===== src/core/measure_extend_pkg.sv =====
// Constants, register map and state codes of the measurement extend block
package measure_extend_pkg;

  // ----------------------------------------------------------------
  // Register map (byte offsets on the control bus)
  // ----------------------------------------------------------------
  localparam logic [7:0] OFS_CTRL      = 8'h00;
  localparam logic [7:0] OFS_STATUS    = 8'h04;
  localparam logic [7:0] OFS_INT_STAT  = 8'h08;
  localparam logic [7:0] OFS_INT_MASK  = 8'h0c;
  localparam logic [7:0] OFS_UPD_COUNT = 8'h10;
  localparam logic [7:0] OFS_OFFSET    = 8'h14;

  // Reset values
  localparam logic       CTRL_EN_RST  = 1'h1;
  localparam logic [2:0] INT_MASK_RST = 3'h0;

  // Event bit positions, shared by status and mask registers
  localparam int EVT_OK = 0;
  localparam int EVT_GP = 1;
  localparam int EVT_PF = 2;

  // ----------------------------------------------------------------
  // Fault classes and operand checks
  // ----------------------------------------------------------------
  localparam logic [1:0] FLT_NONE = 2'h0;
  localparam logic [1:0] FLT_GP   = 2'h1;
  localparam logic [1:0] FLT_PF   = 2'h2;

  localparam int CP_ALIGN_BITS    = 12;
  localparam int CHUNK_ALIGN_BITS = 8;
  localparam int PAGE_OFS_BITS    = 12;
  localparam int CANON_MSB        = 47;

  // Page type codes as reported by the page map
  localparam logic [7:0] TYPE_REGULAR  = 8'h01;
  localparam logic [7:0] TYPE_THREAD   = 8'h02;
  localparam logic [7:0] TYPE_SS_FIRST = 8'h03;
  localparam logic [7:0] TYPE_SS_LATER = 8'h04;

  // ----------------------------------------------------------------
  // Hash feed
  // ----------------------------------------------------------------
  localparam logic [63:0] HEADER_TAG  = 64'h00444e4554584545;
  localparam logic [63:0] BLOCK_BYTES = 64'h0000000000000040;
  localparam logic [1:0]  LAST_BLOCK  = 2'h3;
  localparam logic [2:0]  HDR_COUNT   = 3'h1;
  localparam logic [2:0]  DATA_COUNT  = 3'h4;

  // Sequencer states, Gray coded along the main path
  typedef enum logic [2:0] {
    ST_IDLE  = 3'h0,
    ST_CHECK = 3'h1,
    ST_CPMAP = 3'h3,
    ST_CHMAP = 3'h2,
    ST_HDR   = 3'h6,
    ST_RDBLK = 3'h7,
    ST_HSBLK = 3'h5,
    ST_REPLY = 3'h4
  } state_t;

endpackage


===== src/core/measure_extend.sv =====
// Measurement extend sequencer with control bus registers and interrupt
`timescale 1ns/1ps
`default_nettype none

module measure_extend (
  // Clock and reset
  input  wire logic         clk_i,
  input  wire logic         rst_i,
  // Control bus slave
  input  wire logic         wb_cyc_i,
  input  wire logic         wb_stb_i,
  input  wire logic         wb_we_i,
  input  wire logic [7:0]   wb_adr_i,
  input  wire logic [3:0]   wb_sel_i,
  input  wire logic [31:0]  wb_dat_i,
  output logic      [31:0]  wb_dat_o,
  output logic              wb_ack_o,
  output logic              irq_o,
  // Core request and reply
  input  wire logic         start_i,
  input  wire logic [63:0]  ctrl_ptr_i,
  input  wire logic [63:0]  chunk_ptr_i,
  input  wire logic         mode64_i,
  input  wire logic         prot_mode_i,
  input  wire logic [31:0]  ds_limit_i,
  input  wire logic [1:0]   cpl_i,
  output logic              done_o,
  output logic      [1:0]   fault_o,
  output logic      [63:0]  fault_addr_o,
  // Page map lookup
  output logic              map_req_o,
  output logic      [63:0]  map_addr_o,
  input  wire logic         map_ack_i,
  input  wire logic         map_in_epc_i,
  input  wire logic         map_valid_i,
  input  wire logic [7:0]   map_type_i,
  input  wire logic [63:0]  map_owner_i,
  input  wire logic [63:0]  map_lin_i,
  input  wire logic [63:0]  cp_base_i,
  input  wire logic         cp_init_i,
  // Conflict indications from other leaves
  input  wire logic         map_busy_i,
  input  wire logic         meas_busy_i,
  input  wire logic         init_busy_i,
  // Protected memory read
  output logic              mem_req_o,
  output logic      [63:0]  mem_addr_o,
  input  wire logic         mem_ack_i,
  input  wire logic [511:0] mem_data_i,
  // Hash update engine and update counter
  output logic              hash_valid_o,
  output logic      [511:0] hash_block_o,
  input  wire logic         hash_ready_i,
  output logic              ctr_inc_o,
  output logic      [2:0]   ctr_amt_o
);

  // ----------------------------------------------------------------
  // State
  // ----------------------------------------------------------------
  measure_extend_pkg::state_t state_ff;
  logic [63:0]  cp_ptr_ff;
  logic [63:0]  ch_ptr_ff;
  logic         m64_ff;
  logic         prot_ff;
  logic [31:0]  lim_ff;
  logic [1:0]   cpl_ff;
  logic [63:0]  base_ff;
  logic         init_ff;
  logic [1:0]   blk_ff;
  logic [63:0]  offset_ff;
  logic [31:0]  upd_cnt_ff;
  logic         done_ff;
  logic [1:0]   flt_ff;
  logic [63:0]  flt_addr_ff;
  logic         map_req_ff;
  logic [63:0]  map_addr_ff;
  logic         mem_req_ff;
  logic [63:0]  mem_addr_ff;
  logic         hash_valid_ff;
  logic [511:0] hash_block_ff;
  logic         ctr_inc_ff;
  logic [2:0]   ctr_amt_ff;
  logic         en_ff;
  logic [2:0]   int_stat_ff;
  logic [2:0]   int_mask_ff;
  logic         irq_ff;
  logic         ack_ff;
  logic [31:0]  dat_ff;

  logic         cp_form;
  logic         cp_mis;
  logic         ch_form;
  logic         ch_mis;
  logic         chm_eval;
  logic         type_ok;
  logic [1:0]   chk_flt;
  logic [63:0]  chk_addr;
  logic [63:0]  nxt_offset;
  logic         bus_acc;
  logic [2:0]   evt;
  logic [2:0]   nxt_int_stat;

  // ----------------------------------------------------------------
  // Operand checks
  // ----------------------------------------------------------------
  operand_check #(.ALIGN_BITS(measure_extend_pkg::CP_ALIGN_BITS)) u_cp_check (
    .ptr_i       (cp_ptr_ff),
    .mode64_i    (m64_ff),
    .prot_mode_i (prot_ff),
    .limit_i     (lim_ff),
    .form_bad_o  (cp_form),
    .misalign_o  (cp_mis)
  );

  operand_check #(.ALIGN_BITS(measure_extend_pkg::CHUNK_ALIGN_BITS)) u_ch_check (
    .ptr_i       (ch_ptr_ff),
    .mode64_i    (m64_ff),
    .prot_mode_i (prot_ff),
    .limit_i     (lim_ff),
    .form_bad_o  (ch_form),
    .misalign_o  (ch_mis)
  );

  assign chm_eval = (state_ff == measure_extend_pkg::ST_CHMAP) & map_req_ff & map_ack_i;
  assign type_ok  = (map_type_i == measure_extend_pkg::TYPE_REGULAR)  |
                    (map_type_i == measure_extend_pkg::TYPE_THREAD)   |
                    (map_type_i == measure_extend_pkg::TYPE_SS_FIRST) |
                    (map_type_i == measure_extend_pkg::TYPE_SS_LATER);

  // Offset of the chunk inside the enclave
  assign nxt_offset = map_lin_i - base_ff +
                      {52'h0, ch_ptr_ff[measure_extend_pkg::PAGE_OFS_BITS-1:0]};

  // Fault decision per check phase, in the order the leaf must test
  always_comb begin
    chk_flt  = measure_extend_pkg::FLT_NONE;
    chk_addr = 64'h0;
    if (state_ff == measure_extend_pkg::ST_CHECK) begin
      // Disabled block, wrong privilege or bad operand form all fault
      if (!en_ff || cpl_ff != 2'h0 || cp_form || ch_form || cp_mis) begin
        chk_flt = measure_extend_pkg::FLT_GP;
      end
    end else if (state_ff == measure_extend_pkg::ST_CPMAP && map_ack_i) begin
      if (!map_in_epc_i) begin
        chk_flt  = measure_extend_pkg::FLT_PF;
        chk_addr = cp_ptr_ff;
      end else if (ch_mis) begin
        chk_flt = measure_extend_pkg::FLT_GP;
      end
    end else if (chm_eval) begin
      if (!map_in_epc_i || (!map_busy_i && (!map_valid_i || !type_ok))) begin
        chk_flt  = measure_extend_pkg::FLT_PF;
        chk_addr = ch_ptr_ff;
      end else if (map_busy_i || map_owner_i != cp_ptr_ff) begin
        chk_flt = measure_extend_pkg::FLT_GP;
      end else if (meas_busy_i || init_busy_i || init_ff) begin
        chk_flt = measure_extend_pkg::FLT_GP;
      end
    end
  end

  // ----------------------------------------------------------------
  // Sequencer: checks, header, then four data blocks
  // ----------------------------------------------------------------
  always_ff @(posedge clk_i) begin
    if (rst_i) begin
      state_ff      <= measure_extend_pkg::ST_IDLE;
      cp_ptr_ff     <= 64'h0;
      ch_ptr_ff     <= 64'h0;
      m64_ff        <= 1'h0;
      prot_ff       <= 1'h0;
      lim_ff        <= 32'h0;
      cpl_ff        <= 2'h0;
      base_ff       <= 64'h0;
      init_ff       <= 1'h0;
      blk_ff        <= 2'h0;
      offset_ff     <= 64'h0;
      done_ff       <= 1'h0;
      flt_ff        <= measure_extend_pkg::FLT_NONE;
      flt_addr_ff   <= 64'h0;
      map_req_ff    <= 1'h0;
      map_addr_ff   <= 64'h0;
      mem_req_ff    <= 1'h0;
      mem_addr_ff   <= 64'h0;
      hash_valid_ff <= 1'h0;
      hash_block_ff <= 512'h0;
      ctr_inc_ff    <= 1'h0;
      ctr_amt_ff    <= 3'h0;
    end else begin
      done_ff    <= 1'h0;
      ctr_inc_ff <= 1'h0;
      if (chk_flt != measure_extend_pkg::FLT_NONE) begin
        // Any failed check ends the leaf before the hash is touched
        flt_ff      <= chk_flt;
        flt_addr_ff <= chk_addr;
        map_req_ff  <= 1'h0;
        state_ff    <= measure_extend_pkg::ST_REPLY;
      end else begin
        unique case (state_ff)
          measure_extend_pkg::ST_IDLE: begin
            if (start_i) begin
              cp_ptr_ff   <= ctrl_ptr_i;
              ch_ptr_ff   <= chunk_ptr_i;
              m64_ff      <= mode64_i;
              prot_ff     <= prot_mode_i;
              lim_ff      <= ds_limit_i;
              cpl_ff      <= cpl_i;
              flt_ff      <= measure_extend_pkg::FLT_NONE;
              flt_addr_ff <= 64'h0;
              state_ff    <= measure_extend_pkg::ST_CHECK;
            end
          end
          measure_extend_pkg::ST_CHECK: begin
            map_req_ff  <= 1'h1;
            map_addr_ff <= cp_ptr_ff;
            state_ff    <= measure_extend_pkg::ST_CPMAP;
          end
          measure_extend_pkg::ST_CPMAP: begin
            // Second lookup waits one idle cycle so each ack pairs with one request
            if (map_ack_i) begin
              base_ff     <= cp_base_i;
              init_ff     <= cp_init_i;
              map_req_ff  <= 1'h0;
              map_addr_ff <= ch_ptr_ff;
              state_ff    <= measure_extend_pkg::ST_CHMAP;
            end
          end
          measure_extend_pkg::ST_CHMAP: begin
            if (!map_req_ff) begin
              map_req_ff <= 1'h1;
            end else if (map_ack_i) begin
              map_req_ff    <= 1'h0;
              offset_ff     <= nxt_offset;
              hash_block_ff <= {384'h0, nxt_offset, measure_extend_pkg::HEADER_TAG};
              hash_valid_ff <= 1'h1;
              state_ff      <= measure_extend_pkg::ST_HDR;
            end
          end
          measure_extend_pkg::ST_HDR: begin
            if (hash_ready_i) begin
              hash_valid_ff <= 1'h0;
              ctr_inc_ff    <= 1'h1;
              ctr_amt_ff    <= measure_extend_pkg::HDR_COUNT;
              blk_ff        <= 2'h0;
              mem_req_ff    <= 1'h1;
              mem_addr_ff   <= ch_ptr_ff;
              state_ff      <= measure_extend_pkg::ST_RDBLK;
            end
          end
          measure_extend_pkg::ST_RDBLK: begin
            if (mem_ack_i) begin
              mem_req_ff    <= 1'h0;
              hash_block_ff <= mem_data_i;
              hash_valid_ff <= 1'h1;
              state_ff      <= measure_extend_pkg::ST_HSBLK;
            end
          end
          measure_extend_pkg::ST_HSBLK: begin
            if (hash_ready_i) begin
              hash_valid_ff <= 1'h0;
              if (blk_ff == measure_extend_pkg::LAST_BLOCK) begin
                ctr_inc_ff <= 1'h1;
                ctr_amt_ff <= measure_extend_pkg::DATA_COUNT;
                state_ff   <= measure_extend_pkg::ST_REPLY;
              end else begin
                // Blocks go out in ascending address order
                blk_ff      <= blk_ff + 2'h1;
                mem_req_ff  <= 1'h1;
                mem_addr_ff <= mem_addr_ff + measure_extend_pkg::BLOCK_BYTES;
                state_ff    <= measure_extend_pkg::ST_RDBLK;
              end
            end
          end
          measure_extend_pkg::ST_REPLY: begin
            done_ff  <= 1'h1;
            state_ff <= measure_extend_pkg::ST_IDLE;
          end
        endcase
      end
    end
  end

  // Count of hash updates applied, visible to software
  always_ff @(posedge clk_i) begin
    if (rst_i) begin
      upd_cnt_ff <= 32'h0;
    end else if (ctr_inc_ff) begin
      upd_cnt_ff <= upd_cnt_ff + {29'h0, ctr_amt_ff};
    end
  end

  // ----------------------------------------------------------------
  // Control bus slave and interrupt
  // ----------------------------------------------------------------
  assign bus_acc = wb_cyc_i & wb_stb_i & ~ack_ff;

  // Events are taken as the reply goes out, fault class known by then
  assign evt[measure_extend_pkg::EVT_OK] = done_ff & (flt_ff == measure_extend_pkg::FLT_NONE);
  assign evt[measure_extend_pkg::EVT_GP] = done_ff & (flt_ff == measure_extend_pkg::FLT_GP);
  assign evt[measure_extend_pkg::EVT_PF] = done_ff & (flt_ff == measure_extend_pkg::FLT_PF);

  // Read clears, but an event in the same cycle survives the clear
  assign nxt_int_stat = ((bus_acc && !wb_we_i && wb_adr_i == measure_extend_pkg::OFS_INT_STAT) ?
                         3'h0 : int_stat_fff()) | evt;

  function automatic logic [2:0] int_stat_fff();
    return int_stat_ff;
  endfunction

  // Single-cycle answer to every access, unmapped ones read zero
  always_ff @(posedge clk_i) begin
    if (rst_i) begin
      ack_ff <= 1'h0;
      dat_ff <= 32'h0;
    end else begin
      ack_ff <= bus_acc;
      if (bus_acc && !wb_we_i) begin
        unique case (wb_adr_i)
          measure_extend_pkg::OFS_CTRL:      dat_ff <= {31'h0, en_ff};
          measure_extend_pkg::OFS_STATUS:    dat_ff <= {29'h0, flt_ff,
                                                        state_ff != measure_extend_pkg::ST_IDLE};
          measure_extend_pkg::OFS_INT_STAT:  dat_ff <= {29'h0, int_stat_ff};
          measure_extend_pkg::OFS_INT_MASK:  dat_ff <= {29'h0, int_mask_ff};
          measure_extend_pkg::OFS_UPD_COUNT: dat_ff <= upd_cnt_ff;
          measure_extend_pkg::OFS_OFFSET:    dat_ff <= offset_ff[31:0];
          default:                           dat_ff <= 32'h0;
        endcase
      end
    end
  end

  // Writable control fields, low byte lane only
  always_ff @(posedge clk_i) begin
    if (rst_i) begin
      en_ff       <= measure_extend_pkg::CTRL_EN_RST;
      int_mask_ff <= measure_extend_pkg::INT_MASK_RST;
    end else if (bus_acc && wb_we_i && wb_sel_i[0]) begin
      if (wb_adr_i == measure_extend_pkg::OFS_CTRL) begin
        en_ff <= wb_dat_i[0];
      end
      if (wb_adr_i == measure_extend_pkg::OFS_INT_MASK) begin
        int_mask_ff <= wb_dat_i[2:0];
      end
    end
  end

  // Sticky status and level interrupt
  always_ff @(posedge clk_i) begin
    if (rst_i) begin
      int_stat_ff <= 3'h0;
      irq_ff      <= 1'h0;
    end else begin
      int_stat_ff <= nxt_int_stat;
      irq_ff      <= |(nxt_int_stat & int_mask_ff);
    end
  end

  assign wb_dat_o     = dat_ff;
  assign wb_ack_o     = ack_ff;
  assign irq_o        = irq_ff;
  assign done_o       = done_ff;
  assign fault_o      = flt_ff;
  assign fault_addr_o = flt_addr_ff;
  assign map_req_o    = map_req_ff;
  assign map_addr_o   = map_addr_ff;
  assign mem_req_o    = mem_req_ff;
  assign mem_addr_o   = mem_addr_ff;
  assign hash_valid_o = hash_valid_ff;
  assign hash_block_o = hash_block_ff;
  assign ctr_inc_o    = ctr_inc_ff;
  assign ctr_amt_o    = ctr_amt_ff;

  // ----------------------------------------------------------------
  // Checks on the sequencer
  // ----------------------------------------------------------------
  AST_CP_ALIGN: assert property (@(posedge clk_i) disable iff (rst_i)
    (state_ff == measure_extend_pkg::ST_CHECK && cp_mis) |=>
    (state_ff == measure_extend_pkg::ST_REPLY && flt_ff == measure_extend_pkg::FLT_GP))
    else $error("misaligned control pointer not faulted");

  AST_CP_EPC: assert property (@(posedge clk_i) disable iff (rst_i)
    (state_ff == measure_extend_pkg::ST_CPMAP && map_ack_i && !map_in_epc_i) |=>
    (flt_ff == measure_extend_pkg::FLT_PF && flt_addr_ff == $past(cp_ptr_ff)))
    else $error("control pointer outside cache not page faulted");

  AST_CH_ALIGN: assert property (@(posedge clk_i) disable iff (rst_i)
    (state_ff == measure_extend_pkg::ST_CPMAP && map_ack_i && map_in_epc_i && ch_mis) |=>
    (flt_ff == measure_extend_pkg::FLT_GP) ##1 done_ff)
    else $error("misaligned chunk pointer not faulted");

  AST_CH_INVALID: assert property (@(posedge clk_i) disable iff (rst_i)
    (chm_eval && map_in_epc_i && !map_busy_i && !map_valid_i) |=>
    (flt_ff == measure_extend_pkg::FLT_PF && flt_addr_ff == ch_ptr_ff))
    else $error("invalid chunk page not page faulted");

  AST_OWNER: assert property (@(posedge clk_i) disable iff (rst_i)
    (chm_eval && map_in_epc_i && !map_busy_i && map_valid_i && type_ok &&
     map_owner_i != cp_ptr_ff) |=> (flt_ff == measure_extend_pkg::FLT_GP))
    else $error("foreign control page not faulted");

  AST_INITED: assert property (@(posedge clk_i) disable iff (rst_i)
    (chm_eval && init_ff) |=> (state_ff == measure_extend_pkg::ST_REPLY && !hash_valid_ff))
    else $error("initialized enclave was measured");

  AST_HEADER: assert property (@(posedge clk_i) disable iff (rst_i)
    (state_ff == measure_extend_pkg::ST_HDR) |->
    (hash_block_ff[63:0] == measure_extend_pkg::HEADER_TAG &&
     hash_block_ff[127:64] == offset_ff && hash_block_ff[511:128] == 384'h0))
    else $error("header block malformed");

  AST_HDR_COUNT: assert property (@(posedge clk_i) disable iff (rst_i)
    (state_ff == measure_extend_pkg::ST_HDR && hash_ready_i) |=>
    (ctr_inc_ff && ctr_amt_ff == measure_extend_pkg::HDR_COUNT && mem_addr_ff == ch_ptr_ff))
    else $error("header step did not count one");

  AST_DATA_COUNT: assert property (@(posedge clk_i) disable iff (rst_i)
    (state_ff == measure_extend_pkg::ST_HSBLK && hash_ready_i && blk_ff == 2'h3) |=>
    (ctr_inc_ff && ctr_amt_ff == measure_extend_pkg::DATA_COUNT) ##1 done_ff)
    else $error("data steps did not count four");

  AST_NO_EARLY_HASH: assert property (@(posedge clk_i) disable iff (rst_i)
    hash_valid_ff |-> (flt_ff == measure_extend_pkg::FLT_NONE && !done_ff))
    else $error("hash fed while a fault stands");

endmodule

`default_nettype wire


===== src/core/operand_check.sv =====
// Form, limit and alignment checks on one pointer operand
`timescale 1ns/1ps
`default_nettype none

module operand_check #(
  parameter int ALIGN_BITS = 8
) (
  // Operand and addressing mode
  input  wire logic [63:0] ptr_i,
  input  wire logic        mode64_i,
  input  wire logic        prot_mode_i,
  input  wire logic [31:0] limit_i,
  // Check results
  output logic             form_bad_o,
  output logic             misalign_o
);

  logic canon;

  // Canonical means all upper bits copy the highest implemented bit
  assign canon = (&ptr_i[63:measure_extend_pkg::CANON_MSB]) |
                 (~|ptr_i[63:measure_extend_pkg::CANON_MSB]);

  // Long mode checks form, legacy protected mode checks the limit
  assign form_bad_o = mode64_i ? ~canon :
                      (prot_mode_i & (ptr_i[31:0] > limit_i));

  assign misalign_o = |ptr_i[ALIGN_BITS-1:0];

endmodule

`default_nettype wire


===== config.mk =====
export PLATFORM = sky130hd
export DESIGN_NAME = measure_extend
export DESIGN_NICKNAME = d
export VERILOG_FILES = /design/src/core/measure_extend_pkg.sv /design/src/core/measure_extend.sv /design/src/core/operand_check.sv
export SDC_FILE = /design/constraint.sdc
export NUM_CORES = 2
export LEC_CHECK = 0
export ABC_AREA = 1
export BUFFER_PORTS_ARGS = -buffer_cell sky130_fd_sc_hd__buf_4
export CORE_AREA = 4 4 661 663
export CTS_CLUSTER_DIAMETER = 200
export DETAILED_ROUTE_END_ITERATION = 16
export DIE_AREA = 0 0 665 667
export REMOVE_ABC_BUFFERS = 1
export SLEW_MARGIN = 20
export SYNTH_ARGS = -nofsm -noshare
export SYNTH_HDL_FRONTEND = slang
export SYNTH_SLANG_ARGS = --single-unit

===== constraint.sdc =====
create_clock -name clk_i -period 3 [get_ports clk_i]
set_clock_uncertainty 0.15 [all_clocks]
set_input_delay 0.3 -clock clk_i [delete_from_list [all_inputs] [get_ports clk_i]]
set_output_delay 0.3 -clock clk_i [all_outputs]
set_load 0.01 [all_outputs]

# Word level (Yosys, flattened, before mapping)
# Cells that the tools add are included.
# Widths: inputs -> output; s select.
[word_totals] reg_bits=1053 in_bits=935 out_inout_bits=748 word_cells=226
[op_classes] add_sub_neg=5 magnitude_cmp=2 n_eq_ne=37 n_mux=71 bitwise_logic=20 reduce_logical=61
[op_table] operator="$mux 512" count=3
[op_table] operator="$pmux 512 s2" count=1
[op_table] operator="$mux 64" count=12
[op_table] operator="$pmux 64 s2" count=2
[op_table] operator="$pmux 32 s6" count=1
[op_table] operator="$add 64x12->64" count=1
[op_table] operator="$add 64x7->64 const B" count=1
[op_table] operator="$gt 32x32->1" count=2
[op_table] operator="$ne 64x64->1" count=1
[op_table] operator="$sub 64x64->64" count=1
[op_table] operator="$mux 3" count=12
[op_table] operator="$reduce_and 17->1" count=2
[op_table] operator="$reduce_or 17->1" count=2
[op_table] operator="$add 32x3->32" count=1
[op_table] operator="$mux 2" count=12
[op_table] operator="$pmux 3 s8" count=1
[op_table] operator="$mux 1" count=21
[op_table] operator="$ne 2x2->1 const B" count=9
[op_table] operator="$eq 8x2->1 const B" count=2
[op_table] operator="$eq 8x3->1 const B" count=2
[op_table] operator="$eq 8x4->1 const B" count=2
[op_table] operator="$eq 8x5->1 const B" count=2
[op_table] operator="$reduce_and 5->1" count=3
[op_table] operator="$reduce_and 7->1" count=2
[op_table] operator="other kinds (35)" count=98

# Longest topological paths before layout
[depth] word_depth=15 ltp_mapped=26 depth_no_buf=24

# Modules after synthesis
# From an unflattened synthesis, not the netlist that was laid out.
[unflattened] cells_unflattened=7291 hier_area_um2=50968.9
[modules_own_cells] module="measure_extend" n_inst=1 cells_per_inst=6952 area_each_um2=48939.4 seq_area_each_um2=21060.2
[modules_own_cells] module="operand_check at u_cp_check" n_inst=1 cells_per_inst=170 area_each_um2=1027.2 seq_area_each_um2=0.0
[modules_own_cells] module="operand_check at u_ch_check" n_inst=1 cells_per_inst=169 area_each_um2=1002.2 seq_area_each_um2=0.0

# Worst setup path before layout
# No wires, ideal clock.
[synth_timing] kind="reg2reg" start="register ch_ptr_ff[1]" end="register hash_block_ff[102], in the netlist hash_block_o[102]" t_arrival_ns=2.793 t_required_ns=2.734 setup_slack_ns=-0.058 stages_incl_launch_ff=19 path_buffers=0 period_less_slack_ns=3.058 path_cell_list="dfxtp_1 > inv_1 > fa_1 > fa_1 > nand3b_1 > nand2_1 > nand2_1 > nand2_1 > a21oi_1 > o21bai_1 > nand2_1 > nand3_1 > nand2_1 > nand2_1 > nand2_1 > nand3_1 > nand2_1 > nor2_1 > nor2_1"
[synth_between] elab_chain_cells=10 word_cells_on_any_way=18 cone_classes="1 x add/sub; 1 x order compare; 9 x mux; 2 x bitwise; 5 x reduce/logical"
[synth_rtl] item="start: declaration" line_no="measure_extend.sv:63" text="logic [63:0] ch_ptr_ff;"
[synth_rtl] item="start signal: assignment" line_no="measure_extend.sv:204" text="ch_ptr_ff <= chunk_ptr_i;"
[synth_rtl] item="$gt 32x32->1" line_no="operand_check.sv:26" text="(prot_mode_i & (ptr_i[31:0] > limit_i));"
[synth_rtl] item="$and 1x1->1" line_no="operand_check.sv:26"
[synth_rtl] item="$mux 1" line_no="operand_check.sv:25" text="assign form_bad_o = mode64_i ? ~canon :"
[synth_rtl] item="$logic_or 1x1->1 (2 in series)" line_no="measure_extend.sv:141" text="if (!en_ff || cpl_ff != 2'h0 || cp_form || ch_form || cp_mis) begin"
[synth_rtl] item="$mux 1" line_no="measure_extend.sv:141"
[synth_rtl] item="$mux 2" line_no="measure_extend.sv:139" text="if (state_ff == measure_extend_pkg::ST_CHECK) begin"
[synth_rtl] item="$reduce_bool 2->1" line_no="measure_extend.sv:193" text="if (chk_flt != measure_extend_pkg::FLT_NONE) begin"
[synth_rtl] item="$not 1->1 (no line)"
[synth_rtl] item="$reduce_and 5->1 (no line)"
[synth_rtl] item="end signal: assignment" line_no="measure_extend.sv:235" text="hash_block_ff <= {384'h0, nxt_offset, measure_extend_pkg::HEADER_TAG};"
[synth_rtl] item="end signal: assignment" line_no="measure_extend.sv:254" text="hash_block_ff <= mem_data_i;"
[synth_rtl] item="end: declaration" line_no="measure_extend.sv:81" text="logic [511:0] hash_block_ff;"
# Parallel ways exist; a longest one is shown, timed or not. The select of a mux whose other input is x is not followed.
# A chain may end at the register's enable or synchronous reset.

# Worst setup path after layout
[layout_timing] start="register ch_ptr_ff[1]" end="register hash_block_ff[116], in the netlist hash_block_o[116]"
# Same word-level chain as after synthesis.

==> results.md <==
* Status: finished, violations left
* Failing checks: negative setup slack
* Post-DR vias/cell at 3.97
* Final Max Tran Viols at 0
* Startpoint Class: register
* Placement Setup Slack at -1.09 ns
* Final wirelength at 438 mm
* Area of the mapped netlist at 0.0497 sq mm
* Core footprint at 0.430 sq mm
* Maxcap violations at 0
* Minimum clock period at 3.49 ns
* Clock Latency Late Sink at 0.87 ns
* Die width at 665 um
* Grt met3 use at 6.41%
* EDFF count, synth at 0
* Multi-input combinational cell area at 0.0255 sq mm
* Vias in the first global route at 60,300
* Worst Path Arrival at 4.07 ns
* Final WS setup at -0.486 ns
* Die Y at 667 um
* Async S/R FF share, synth at 0%
* RePlAce Congestion at 0.973
* Register area share after synthesis at 42.4%
* Global route total overflow at 0
* Post-synthesis instance total at 7,015
* Clock sink count at 1,052
* Worst Hold Margin at 0.107 ns
* Utilization after layout at 20.9%
* Cell taking the most area after synthesis: dfxtp_1
* Worst slew pin tran at 1.06 ns
* DR DRC count at 0
* Final TNS setup at -234.55 ns
* Die ar. at 0.444 sq mm
* Crit-path max FO at 3
* Seq cells post-synth at 1,052
* Initial DRT Pass Iterations at 5
* Largest net degree at the start of global routing at 139
* Post-DRT Antenna Nets at 0
* H-tree depth at 4
* Synth top area share at 42.4%
* Critical Path RT at 3.58 ns
* Max VDD drop at 0.000391 V
* Yosys warns at 0
* Maximum clock insertion buffer count at 4
* LEAKAGE at 37.0 nW
* Initial antenna violation count at 324
* Met2 Use GR at 31.2%
* I/O pin cnt at 1,683
* Number of I/O port buffers at 1,649
* Root Buffer: clkbuf_16
* Global-route wire length before repair at 563 mm
* P&R area growth vs syn at 80.8%
* Slew margin rel. at 29.2%
* WS Path Type: reg -> reg
* Final Hold Viols at 0
* CP Capture Type: register
* DP Wirelength at 367 mm
* Worst-path cell chain: inv_1, fa_1, buf_4, fa_2, nand3b_1, nand2_2, buf_4, nand4_1, nand2_2, nand4_1, nand4_1, nand3_1, buf_4, nand2_1, nand2_1, a21oi_1
* Fin crit share at 116%
* Most instantiated library cell after synthesis: nand2_1
* Total GRT Usage at 18.7%
* Initial Utilization at 11.5%
* Drt wl/cell at 27.3 um
* Grt met1 use at 20.9%
* CTS Buf Count at 144
* Mapped Avg Cell Area at 7.08 sq um
* Row cnt at 241
* Drt initial violations at 6,343
* Top post-synthesis cells by area: dfxtp_1, nand2_1, a21oi_1
* Max Freq at 0.287 GHz
* Power Density at 626 mW/mm^2
* # fillers at 48,200
* Routed vias at 63,800
* Share of layout cells above drive strength 1 at 29.7%
* Hold crit path type: in -> reg
* Top post-synthesis cells by count: nand2_1, dfxtp_1, a21oi_1
* Primary flip-flop cell chosen by synthesis mapping: dfxtp_1
* CP peak stage delay at 0.52 ns
* RSZ-0062 raised after global routing: true
* Reg area at 0.0211 sq mm
* Critical-path top delay cell: fa_1
* Most used routing layer: met2
* Clock transition at the registers of the reported paths at 0.06 ns
* Unique cell type count in the Yosys netlist at 52
* Nets at 11,200
* CTS tree: yes
* Final setup violation count at 741
## flip-flops by register name, indices dropped and copies added (netlist names), 64 cells and up
| signal | cells |
|---|---|
| cp_ptr_ff | 64 |
| map_addr_o | 64 |
| base_ff | 64 |
| ch_ptr_ff | 64 |
| hash_block_o | 512 |
| fault_addr_o | 64 |
| mem_addr_o | 64 |
## logic make-up (layout without fill, tap and decap cells)
family                   count (synthesis)  in the layout  share of synthesized area (%)
flip-flops                            1052           1052                           42.4
AND/OR/NAND/NOR                       2687           2687                           21.8
adder cells (fa/ha/maj)                196            196                           5.12
AO/OA/AOI/OAI                         1875           1875                           19.8
XOR/XNOR                               137            137                           2.42
buffers and inverters                 1067           4210                           8.49
other                                    1            178                        0.00755
## final timing paths
path                                          end  cells past startpoint               from  slack, ns
worst max-delay path            hash_block_o[116]                     16       ch_ptr_ff[1]      -0.49
worst min-delay path                ch_ptr_ff[43]                      4    chunk_ptr_i[43]       0.11
worst max register to register  hash_block_o[116]                     16       ch_ptr_ff[1]      -0.49
worst min register to register  hash_block_o[154]                      2  hash_block_o[154]       0.31
## critical path, delay by kind of cell, from the launching register on
family                     cells  cell delay (ns)
and+or+nand+nor                9             1.30
AOI/OAI and AO/OA              1             0.14
DFF                            1             0.33
adders and majority gates      2             0.90
buffers and inverters          4             0.57
## metrics by stage
step,power [mW],std cells,instance area [sq um]
after floorplan,23.5,6614,47900
after global placement,34.9,14800,74400
after detailed placement,35.0,14800,74400
after CTS,56.5,15900,89100
after global routing,58.8,16000,89600
final,56.2,16000,89800
## per-layer routing
metal  share of wire (%)  vias to the layer above  routed length [um]
met2                  47                     3345              204000
li1                    -                    29300                   -
met3                 9.6                      868               42000
met1                  37                    30100              163000
met5                0.19                        -                 828
met4                 6.4                      132               28000
## cells in the final DEF, fill, tap and decap left out, types with 67 or more instances in the layout
cell           instances
inv_1                634
nor3_1                77
clkbuf_16            150
buf_12                67
o211ai_1              96
nand3_1              129
ha_1                 157
xor2_1                75
diode_2              177
o21ai_0              649
dlygate4sd3_1        788
dfxtp_1             1036
a21oi_1              958
nand4_1               85
nor2_1               591
nand2_1             1610
buf_4               2384
## power by group
| group | leakage (nW) | internal (mW) | total (mW) | switching, mW |
|---|---|---|---|---|
| clock | 2.42 | 10.9 | 18.6 | 7.71 |
| sequential | 8.53 | 15.4 | 16.5 | 1.15 |
| combinational | 26.1 | 9.09 | 21.1 | 12.0 |
## repair_timing
item,CTS,global route
setup endpoints to repair,749,758
setup buffers,26,6
cloned,14,6
hold buffers,788,0
pin swaps,65,16
resized for setup,309,36
endpoints found under the hold margin,793,0
## final cells by class
| cell class | instances | area share, % |
|---|---|---|
| Antenna cell | 177 | 0.493 |
| Clock buffer | 186 | 4.49 |
| Clock inverter | 69 | 1.01 |
| Inverter | 666 | 2.82 |
| Multi-Input combinational cell | 4896 | 28.4 |
| Sequential cell | 1052 | 23.5 |
| Tap cell | 5710 | 7.96 |
| Timing Repair Buffer | 3289 | 31.3 |
Power figures use the tool's default switching activity.
